--- src/hw/wac_pkg.sv ---
// Package of constants for the wiper advanced control block
package wac_pkg;
    localparam int WAC_W = 8;
    localparam int WAC_CH = 2;
    // Two registers per channel: index 0 wiper/upper, 1 lower string
    localparam int WAC_SLOTS = 2 * WAC_CH;
    localparam logic [7:0] WAC_MID = 8'h80;
    localparam logic [7:0] WAC_FULL = 8'hFF;
    localparam logic [7:0] WAC_ZERO = 8'h00;
    localparam logic [7:0] WAC_ONE = 8'h01;
    // Command codes
    localparam logic [4:0] CMD_NOP = 5'h00;
    localparam logic [4:0] CMD_WR_WIPER = 5'h01;
    localparam logic [4:0] CMD_WR_PRELOAD = 5'h02;
    localparam logic [4:0] CMD_INC = 5'h04;
    localparam logic [4:0] CMD_DEC = 5'h05;
    localparam logic [4:0] CMD_DBL = 5'h06;
    localparam logic [4:0] CMD_HALF = 5'h07;
    localparam logic [4:0] CMD_LOAD_PRE = 5'h08;
    localparam logic [4:0] CMD_SAVE_NV = 5'h09;
    localparam logic [4:0] CMD_RESTORE_NV = 5'h0A;
    localparam logic [4:0] CMD_WR_NV = 5'h0B;
    localparam logic [4:0] CMD_TOP = 5'h0C;
    localparam logic [4:0] CMD_BOTTOM = 5'h0D;
    localparam logic [4:0] CMD_RESET = 5'h0E;
    localparam logic [4:0] CMD_SHUT = 5'h0F;
    localparam logic [4:0] CMD_CTRL = 5'h10;
    // Control register bits
    localparam int CTRL_NV_PROT = 0;
    localparam int CTRL_WIPER_PROT = 1;
    localparam int CTRL_GAIN = 2;
    localparam logic [2:0] CTRL_RESET = 3'h0;
    // Address fields: bit 3 all channels, bit 2 lower string, bit 0 ch
    localparam int ADR_ALL = 3;
    localparam int ADR_LOWER = 2;
    localparam int ADR_CH = 0;
    // Reload time
    localparam int RELOAD_NS = 30000;
    localparam int CLK_NS = 10;
    localparam int RELOAD_CYC = RELOAD_NS / CLK_NS;
    typedef enum logic [1:0] {
        WAC_IDLE = 2'b00,
        WAC_RELOAD = 2'b01,
        WAC_DONE = 2'b11
    } wac_state_t;
    typedef enum logic [1:0] {
        WAC_END_NONE = 2'b00,
        WAC_END_TOP = 2'b01,
        WAC_END_BOTTOM = 2'b10
    } wac_end_t;
endpackage

--- src/hw/wac_step.sv ---
// Step arithmetic applied to one wiper value
`timescale 1ns/100ps
module wac_step
    import wac_pkg::*;
(
    // Operation
    input wire logic [4:0] cmd,
    input wire logic [WAC_W-1:0] val,
    // Result
    output logic [WAC_W-1:0] res
);
    always_comb begin
        case (cmd)
            CMD_INC: res = (val == WAC_FULL) ? val : val + WAC_ONE;
            CMD_DEC: res = (val == WAC_ZERO) ? val : val - WAC_ONE;
            CMD_DBL: begin
                if (val == WAC_ZERO)
                    res = WAC_ONE;
                else if (val[WAC_W-1])
                    res = WAC_FULL;
                else
                    res = {val[WAC_W-2:0], 1'b0};
            end
            CMD_HALF: res = {1'b0, val[WAC_W-1:1]};
            default: res = val;
        endcase
    end
endmodule // wac_step

--- src/hw/wac_timer.sv ---
// Reload wait counter
`timescale 1ns/100ps
module wac_timer
    import wac_pkg::*;
#(
    parameter int CYCLES = RELOAD_CYC
)(
    // Clock and reset
    input wire logic ref_clk,
    input wire logic rst,
    // Control
    input wire logic start,
    output logic done
);
    logic [15:0] cnt_q;
    logic run_q;
    always_ff @(posedge ref_clk or posedge rst) begin
        if (rst) begin
            cnt_q <= 16'h0000;
            run_q <= 1'b0;
        end else if (start) begin
            cnt_q <= 16'(CYCLES - 1);
            run_q <= 1'b1;
        end else if (run_q) begin
            if (cnt_q == 16'h0000)
                run_q <= 1'b0;
            else
                cnt_q <= cnt_q - 16'h0001;
        end
    end
    assign done = run_q && (cnt_q == 16'h0000);
endmodule // wac_timer

--- src/hw/wac_core.sv ---
// Command execution for the wiper, preload and stored registers
`timescale 1ns/100ps
module wac_core
    import wac_pkg::*;
#(
    parameter int RELOAD_CYCLES = RELOAD_CYC
)(
    // Clock and reset
    input wire logic ref_clk,
    input wire logic rst,
    // Pins
    input wire logic gain_mode_strap_pin,
    input wire logic reset_pin_n,
    // Command strobe from the serial front end
    input wire logic cmd_valid,
    input wire logic [4:0] cmd_code,
    input wire logic [3:0] cmd_addr,
    input wire logic [7:0] cmd_data,
    // Status
    output logic busy_q,
    output logic gain_mode_q,
    output logic shutdown_q,
    output logic [2:0] ctrl_q,
    output logic [1:0] end_pos0_q,
    output logic [1:0] end_pos1_q,
    // Wiper values, slot = channel*2 + lower
    output logic [WAC_SLOTS*WAC_W-1:0] wiper_q,
    output logic [WAC_SLOTS*WAC_W-1:0] preload_q,
    output logic [WAC_SLOTS*WAC_W-1:0] nv_q
);
    // ==========================================================
    // Synchronisers and strap capture
    logic [1:0] strap_s_q;
    logic [1:0] rpin_s_q;
    logic rpin_d1_q;
    logic [1:0] boot_cnt_q;
    logic boot_q;
    always_ff @(posedge ref_clk or posedge rst) begin
        if (rst) begin
            strap_s_q <= 2'b00;
            rpin_s_q <= 2'b11;
            rpin_d1_q <= 1'b1;
        end else begin
            strap_s_q <= {strap_s_q[0], gain_mode_strap_pin};
            rpin_s_q <= {rpin_s_q[0], reset_pin_n};
            rpin_d1_q <= rpin_s_q[1];
        end
    end
    wire pin_reset = rpin_d1_q && !rpin_s_q[1];
    // Boot waits out the strap synchroniser, so the first load and the
    // mode already see the pin level
    always_ff @(posedge ref_clk or posedge rst) begin
        if (rst) begin
            boot_cnt_q <= 2'h0;
            boot_q <= 1'b1;
        end else if (boot_q) begin
            boot_cnt_q <= boot_cnt_q + 2'h1;
            boot_q <= boot_cnt_q != 2'h2;
        end
    end
    // ==========================================================
    // Decode
    function automatic logic hit(input logic [3:0] a, input int slot);
        logic ch;
        logic lo;
        ch = slot[1];
        lo = slot[0];
        hit = (a[ADR_ALL] || a[ADR_CH] == ch) && a[ADR_LOWER] == lo;
    endfunction
    wire go = cmd_valid && !busy_q;
    wire wp = ctrl_q[CTRL_WIPER_PROT];
    wire reload = (go && cmd_code == CMD_RESET) || pin_reset;
    wire is_step = cmd_code inside {CMD_INC, CMD_DEC, CMD_DBL, CMD_HALF};
    // ==========================================================
    // Reload sequencer
    wac_state_t st_q;
    logic tmr_done;
    wac_timer #(.CYCLES(RELOAD_CYCLES)) u_timer (
        .ref_clk(ref_clk),
        .rst(rst),
        .start(st_q == WAC_IDLE && reload),
        .done(tmr_done)
    );
    always_ff @(posedge ref_clk or posedge rst) begin
        if (rst) begin
            st_q <= WAC_IDLE;
        end else begin
            case (st_q)
                WAC_IDLE: if (reload) st_q <= WAC_RELOAD;
                WAC_RELOAD: if (tmr_done) st_q <= WAC_DONE;
                WAC_DONE: st_q <= WAC_IDLE;
                default: st_q <= WAC_IDLE;
            endcase
        end
    end
    // Busy holds off commands through boot and its power-up load, and while a reload runs
    always_ff @(posedge ref_clk or posedge rst) begin
        if (rst)
            busy_q <= 1'b1;
        else
            busy_q <= boot_q || reload || st_q == WAC_RELOAD;
    end
    logic boot_d1_q;
    always_ff @(posedge ref_clk or posedge rst) begin
        if (rst)
            boot_d1_q <= 1'b1;
        else
            boot_d1_q <= boot_q;
    end
    wire nv_load = st_q == WAC_DONE || (boot_d1_q && !boot_q);
    // ==========================================================
    // Control register and mode
    always_ff @(posedge ref_clk or posedge rst) begin
        if (rst)
            ctrl_q <= CTRL_RESET;
        else if (go && cmd_code == CMD_CTRL)
            ctrl_q <= cmd_data[2:0];
    end
    always_ff @(posedge ref_clk or posedge rst) begin
        if (rst)
            gain_mode_q <= 1'b0;
        else
            gain_mode_q <= strap_s_q[1] || ctrl_q[CTRL_GAIN];
    end
    always_ff @(posedge ref_clk or posedge rst) begin
        if (rst)
            shutdown_q <= 1'b0;
        else if (go && cmd_code == CMD_SHUT)
            shutdown_q <= cmd_data[0];
    end
    // ==========================================================
    // Register array, all four slots exist in both modes
    logic [WAC_W-1:0] step_res [WAC_SLOTS];
    logic [WAC_SLOTS-1:0] loaded;
    genvar g;
    generate
        for (g = 0; g < WAC_SLOTS; g++) begin : g_slot
            wire [WAC_W-1:0] cur = wiper_q[g*WAC_W +: WAC_W];
            wire sel = go && hit(cmd_addr, g);
            wac_step u_step (
                .cmd(cmd_code),
                .val(cur),
                .res(step_res[g])
            );
            // Wiper: protected except memory copy
            assign loaded[g] = nv_load
                || (sel && cmd_code == CMD_RESTORE_NV)
                || (sel && !wp && (is_step
                    || cmd_code == CMD_WR_WIPER
                    || cmd_code == CMD_LOAD_PRE));
            always_ff @(posedge ref_clk or posedge rst) begin
                if (rst) begin
                    wiper_q[g*WAC_W +: WAC_W] <= WAC_MID;
                end else if (nv_load
                        || (sel && cmd_code == CMD_RESTORE_NV)) begin
                    wiper_q[g*WAC_W +: WAC_W] <= nv_q[g*WAC_W +: WAC_W];
                end else if (loaded[g]) begin
                    case (cmd_code)
                        CMD_WR_WIPER:
                            wiper_q[g*WAC_W +: WAC_W] <= cmd_data;
                        CMD_LOAD_PRE:
                            wiper_q[g*WAC_W +: WAC_W] <=
                                preload_q[g*WAC_W +: WAC_W];
                        default:
                            wiper_q[g*WAC_W +: WAC_W] <= step_res[g];
                    endcase
                end
            end
            // Preload follows any wiper load
            always_ff @(posedge ref_clk or posedge rst) begin
                if (rst) begin
                    preload_q[g*WAC_W +: WAC_W] <= WAC_MID;
                end else if (sel && cmd_code == CMD_WR_PRELOAD) begin
                    preload_q[g*WAC_W +: WAC_W] <= cmd_data;
                end else if (nv_load
                        || (sel && cmd_code == CMD_RESTORE_NV)) begin
                    preload_q[g*WAC_W +: WAC_W] <=
                        nv_q[g*WAC_W +: WAC_W];
                end else if (loaded[g]) begin
                    case (cmd_code)
                        CMD_WR_WIPER:
                            preload_q[g*WAC_W +: WAC_W] <= cmd_data;
                        CMD_LOAD_PRE:
                            preload_q[g*WAC_W +: WAC_W] <=
                                preload_q[g*WAC_W +: WAC_W];
                        default:
                            preload_q[g*WAC_W +: WAC_W] <= step_res[g];
                    endcase
                end
            end
            // Stored values, guarded by control bit D0
            always_ff @(posedge ref_clk or posedge rst) begin
                if (rst) begin
                    nv_q[g*WAC_W +: WAC_W] <= WAC_MID;
                end else if (sel && !ctrl_q[CTRL_NV_PROT]) begin
                    if (cmd_code == CMD_SAVE_NV)
                        nv_q[g*WAC_W +: WAC_W] <= cur;
                    else if (cmd_code == CMD_WR_NV)
                        nv_q[g*WAC_W +: WAC_W] <= cmd_data;
                end
            end
        end
    endgenerate
    // ==========================================================
    // End positions, wiper contents untouched
    function automatic logic [1:0] end_next(input logic [1:0] cur,
                                            input int ch);
        logic [1:0] n;
        logic s;
        n = cur;
        s = go && (cmd_addr[ADR_ALL] || cmd_addr[ADR_CH] == ch[0]);
        if (loaded[ch*2] || loaded[ch*2+1]
                || (s && cmd_code == CMD_SHUT && cmd_data[0]))
            n = WAC_END_NONE;
        else if (s && cmd_code == CMD_TOP)
            n = cmd_data[0] ? WAC_END_TOP : WAC_END_NONE;
        else if (s && cmd_code == CMD_BOTTOM)
            n = cmd_data[0] ? WAC_END_BOTTOM : WAC_END_NONE;
        end_next = n;
    endfunction
    always_ff @(posedge ref_clk or posedge rst) begin
        if (rst) begin
            end_pos0_q <= WAC_END_NONE;
            end_pos1_q <= WAC_END_NONE;
        end else begin
            end_pos0_q <= end_next(end_pos0_q, 0);
            end_pos1_q <= end_next(end_pos1_q, 1);
        end
    end
endmodule // wac_core

--- config.mk ---
export PLATFORM = sky130hd
export DESIGN_NAME = wac_core
export DESIGN_NICKNAME = d
export VERILOG_FILES = /design/src/hw/wac_pkg.sv /design/src/hw/wac_step.sv /design/src/hw/wac_timer.sv /design/src/hw/wac_core.sv
export SDC_FILE = /design/constraint.sdc
export NUM_CORES = 1
export LEC_CHECK = 0
export BUFFER_PORTS_ARGS = -buffer_cell sky130_fd_sc_hd__buf_2
export CAP_MARGIN = 20
export CORE_ASPECT_RATIO = 1.25
export CORE_MARGIN = 2
export CORE_UTILIZATION = 40
export DETAILED_ROUTE_END_ITERATION = 16
export SLEW_MARGIN = 20
export SYNTH_ARGS = -nofsm -noshare
export SYNTH_HDL_FRONTEND = slang
export SYNTH_SLANG_ARGS = --single-unit
--- constraint.sdc ---
create_clock -name ref_clk -period 6.1 [get_ports ref_clk]
set_clock_uncertainty 0.2 [all_clocks]
set_input_delay 1.22 -clock ref_clk [delete_from_list [all_inputs] [get_ports ref_clk]]
set_output_delay 1.22 -clock ref_clk [all_outputs]
set_load 0.01 [all_outputs]
Yosys cells after proc, flatten, opt, wreduce, memory -nomap -nowiden
Cells that the tools add are included.

word-level totals
  flip-flop bits (word level) = 134
  logic and storage cells = 220

cells by class
  add/subtract/negate cells = 10
  equality and inequality tests = 25
  muxes and demuxes = 59
  bitwise operators = 2
  reductions and logical operators = 97

operators by type and width
  kind                   count
  $mux 8                 33
  $pmux 8 s4             4
  $pmux 8 s2             4
  $mux 16                3
  $logic_and 1x1->1      46
  $eq 5x4->1 const B     8
  $add 8x1->8 const B    4
  $eq 8x8->1 const B     4
  $logic_not 8->1        4
  $sub 8x1->8 const B    4
  $logic_or 1x1->1       21
  $eq 5x3->1 const B     4
  $mux 2                 9
  $reduce_bool 3->1      6
  $logic_not 16->1       1
  $sub 16x1->16 const B  1
  $reduce_and 2->1       6
  $reduce_bool 2->1      6
  $ne 2x2->1 const B     3
  $eq 5x1->1 const B     1
  $eq 5x2->1 const B     1
  $eq 5x5->1 const B     1
  $logic_not 1->1        5
  $mux 1                 5
  other kinds (8)        9

Logic depth before layout (Yosys ltp)
  depth after elaboration = 10
  depth in mapped cells = 10
  mapped depth without buffers = 8

Modules after synthesis
From an unflattened synthesis, not the netlist that was laid out.

unflattened totals
  cell total of the unflattened synthesis = 1225
  area total of the unflattened synthesis = 10216.0 um2

modules (own cells, without submodules)
  module                            times used  cells each  area each (um2)  seq. area each (um2)
  wac_core                          1           656         6243.5           2950.3
  wac_step at g_slot[2].u_step ...  2           109         773.2            0.0
  wac_step at g_slot[0].u_step ...  2           126         739.5            0.0
  wac_timer                         1           99          947.2            425.4

Least setup slack after synthesis
Ideal clock, no wire load.

  kind = input-to-reg
  start point = input cmd_code[3]
  end point = register preload_q[17]
  setup time = 0.126 ns
  arrival = 3.103 ns
  required time = 5.774 ns
  path slack = 2.671 ns
  stages on the path = 9
  path buffers = 3
  cell sequence = buf_4 > or3b_1 > buf_6 > or4_4 > nand3_2 > a21oi_1 > buf_2 > and3_1 > a221o_1

on the way
  word-level cells in the longest chain between the ends = 7
  elaborated cells between the ends (all ways) = 22
  those cells by class = 8 x eq/ne; 5 x mux; 9 x reduce/logical

RTL lines
  element                                             RTL line         RTL
  from (decl)                                         wac_core.sv:16   input wire logic [4:0] cmd_code,
  branches (longest 7 deep; another with $pmux 8 s4)  -
  to (signal, indexed assignment)                     wac_core.sv:174  preload_q[g*WAC_W +: WAC_W] <= cmd_data;
  to (signal, indexed assignment)                     wac_core.sv:177  preload_q[g*WAC_W +: WAC_W] <=
  to (signal, indexed assignment)                     wac_core.sv:182  preload_q[g*WAC_W +: WAC_W] <= cmd_data;
  to (decl)                                           wac_core.sv:28   output logic [WAC_SLOTS*WAC_W-1:0] preload_q,

Parallel ways; which one is timed is not known. The select of a mux whose other input is x is not followed.
A chain may end at the register's enable or synchronous reset.

Worst setup path after layout
  start point = input cmd_code[0]
  end point = register preload_q[23]

Same word-level chain as after synthesis.

==> impl_summary.log <==
[metrics] share of layout cells above drive strength 1: 0.190
[metrics] Leakage Power: ~4.8 nW
[metrics] count of port buffers added during placement: around 130
[metrics] synthesized area per cell: 8.00 µm²
[metrics] area enclosed by the die boundary: 25300 µm²
[metrics] cell count after placement: approximately 1500
[metrics] number of search-and-repair iterations in the first detailed-routing pass: 5
[metrics] number of routed nets with antenna violations: 0
[metrics] HP Start: strap_s_q[0]
[metrics] number of pins exceeding their max-slew limit in the final report: 0
[metrics] library cell occupying the most area in the post-synthesis netlist: dfrtp_1
[metrics] fraction of registers with async set or reset after synthesis: 1.00
[metrics] post-synth cell types: 92
[metrics] number of enable-type register cells in the synthesized netlist: 0
[metrics] post-synthesis sequential area ratio: 0.351
[metrics] post-synthesis net count: 1234
[metrics] final number of setup-violating endpoints: 0
[metrics] total of flip-flops plus latches after synthesis: 134
[metrics] Achievable Freq: 0.241 GHz
[metrics] cell area power density: 198 nW/µm²
[metrics] worst hold stages: 0
[metrics] met3 WL: a little under 4000 µm
[metrics] largest vdd supply drop: 0.000206 V
[metrics] kind of cell with the highest combined delay on the critical path: simple AND/OR/NAND/NOR gates
[metrics] Internal Pwr Total: 1.51 mW
[metrics] metal1 wirelength: 15500 µm
[metrics] crit path max-delay cell type: nor2_2
[metrics] required time of the worst setup path: between 6000 and 7000 ps
[metrics] most frequent cells after synthesis: nand2_1, nor2_1, a21oi_1
[metrics] number of stages on the worst setup path: 7
[metrics] post-route insts no fill: 1572
[metrics] pin count of the biggest net entering global routing: 86
[metrics] critical-path cell list: buf_2 > clkinv_1 > nor2_2 > nand2_1 > a211oi_1 > nor4_1 > o41ai_1
[metrics] global-route wire length before repair: 58600 µm
[metrics] cell area after placement: 10300 µm²
[metrics] final WL: roughly 39000 µm
[metrics] number of global-route vias before repair: 9469
[metrics] maximum fanout encountered on the critical timing path: 33
[metrics] detailed placer's ending HPWL: 26500 µm
[metrics] initial detailed-routing violation count: 1302
[metrics] top cell type's share of synthesized area: 0.302
[metrics] Synth Flop Type: dfrtp_1
[metrics] max layer used: met4
[metrics] start of the worst register-to-register path: g_slot[1].cur[0]
[metrics] worst slew pin tran: approximately 1100 ps
[metrics] leftover overflow at the end of global routing: 0
[metrics] detailed-route via count: 10200
[metrics] H-tree Lvls: 4
[metrics] Post-CTS Resized: 0
[metrics] finished layout cell area: 10900 µm²
[metrics] routability-driven placement congestion ratio: 0.999
[metrics] FF-to-FF End: preload_q[13]
[metrics] part of the power in the clock network: 0.467
[metrics] Met2 Wirelength: 17000 µm
[metrics] delay of the slowest cell on the worst path: 900 ps
[metrics] Initial Utilization: 0.406
[metrics] final critical-path share of the clock period: 0.680
[metrics] setup repair after global routing missed its margin: false
[metrics] I/O pin total: 128
[metrics] accumulated negative setup slack: 0 ps
[metrics] detailed-route vias per instance: 6.49
[metrics] Setup Fix Bufs, Post-CTS: 0
[metrics] post-layout power: 2.16 mW
[metrics] fin crit period: 4150 ps
[metrics] crit path launch type: primary input
[metrics] power share of the sequential group: 0.433
[metrics] number of antenna violations at the first check in global routing: 2
[metrics] switching portion of total power: 0.299
[metrics] Buffers & Inverters on Critical Path: 2
[metrics] clock input transition at the sequential cells of the worst setup and hold paths: approximately 60 ps
[metrics] run status: complete, no violations
[metrics] clock root buffer: clkbuf_16
[metrics] Crit Path Class: in -> reg
[metrics] count of synthesis-stage warnings from yosys: 0
[metrics] Num Clock Sinks: between 100 and 150
[metrics] cell with the most instances after synthesis: nand2_1
[metrics] netlist area before placement: roughly 9600 µm²
[metrics] combinational fraction of design power: 0.100
[metrics] global-route total usage across every layer: 0.308
[metrics] reg-to-reg slack, setup: about 2900 ps
[metrics] count of maximum capacitance violations: 0
[metrics] hold worst-path end: strap_s_q[1]
[metrics] max-slew headroom at the worst pin: 0.273
[metrics] cell depth of the worst flop-to-flop path: 8
[metrics] classification of the worst-slack hold path: reg -> reg
[metrics] hold buffer count at CTS: 0
[metrics] Std-Cell Core Area: 23600 µm²
[metrics] DIE HEIGHT: between 150 and 200 µm
[metrics] critical path data arrival time: between 4000 and 5000 ps
[metrics] synthesized netlist cell count: 1202
[metrics] kind of end point of the critical path: flop
[metrics] P&R area growth vs syn: 13.3%
[metrics] clock latency at the later pin of the worst-skew pair: 440 ps
[metrics] number of hold violations in the final report: 0
[metrics] Final Net Count: 1296
[metrics] drc violations: 0
[metrics] leading cell types by total area after synthesis: dfrtp_1, a21oi_1, nand2_1
[metrics] chip width: ~140 µm
[metrics] Wirelength per Cell: between 20 and 25 µm
[metrics] Net Switching: 0.645 mW
[metrics] total clock buffers created by CTS: 17
[metrics] Max clock buf depth: 2
[metrics] Std-Cell Rows: 63
[metrics] CTS tree: built
[metrics] final core utilization: 0.460
## layout make-up
cell class	count	area, µm²
clock buffers	18	439
well taps	292	365
clock inverters	14	115
fillers	2356	12800
diodes	3	7.51
inverters	24	95.1
repair buffers	139	728
multi-input cells	948	5760
flip-flops and latches	134	3380
## worst max-delay path by stage
| stage | start | slack [ps] | to |
|---|---|---|---|
| CTS | cmd_code[1] | 2080 | preload_q[25] |
| global route | cmd_code[0] | 1870 | preload_q[23] |
| detailed placement | cmd_code[1] | 1650 | preload_q[25] |
| finish | cmd_code[0] | 1950 | preload_q[23] |
| global placement | cmd_code[1] | 1660 | preload_q[17] |
| floorplan | rst | 1130 | boot_cnt_q[0] |
## power by group through the flow
stage	Clock (mW)	Sequential, mW	Combinational (mW)
floorplan	0	0.942	0.137
global placement	0	0.950	0.208
detailed placement	0	0.950	0.209
CTS	1.02	0.934	0.210
global route	1.05	0.938	0.233
finish	1.01	0.935	0.215
## state kept, by name (all words and copies together), names as in the netlist
name and count:
busy_q 1, strap_s_q 2, ctrl_q 3, rpin_d1_q 1, preload_q 32, rpin_s_q 2, end_pos1_q 2, st_q 2
shutdown_q 1, boot_cnt_q 2, boot_d1_q 1, gain_mode_q 1, u_timer.cnt_q 16, u_timer.run_q 1, end_pos0_q 2, nv_q 32
g_slot.cur 32, boot_q 1
## logic make-up (layout without fill, tap and decap cells)
logic type | Yosys count | after routing | synth area share
fa+ha+maj | 10 | 10 | 0.0130
compound gates | 393 | 393 | 0.279
other cells | 0 | 3 | 0
simple gates | 501 | 501 | 0.263
flops | 134 | 134 | 0.351
mux | 12 | 12 | 0.0131
buf+inv | 120 | 195 | 0.0517
xor+xnor | 32 | 32 | 0.0292
## layer usage
metal / global-route usage / vias to the layer above
met4: 0.188 / 0
met1: 0.405 / 4912
met3: 0.0809 / 116
met5: 0 / -
li1: - / 4583
met2: 0.451 / 587
## stage by stage
stage	hold WS (ps)	setup slack (ps)
global placement	136	1660
finish	152	1950
detailed placement	140	1650
global route	162	1870
floorplan	131	1130
CTS	154	2080
## cell usage in the layout, fill, tap and decap left out, types with 22 or more instances in the layout
cell type,instances
nand2_1,142
nor2_1,138
a21oi_1,132
buf_2,126
dfrtp_1,116
o21ai_0,39
nand3_1,34
nor3_1,30
a31oi_1,23
a211oi_1,23
inv_1,22
(Power assumes the default switching activity.)
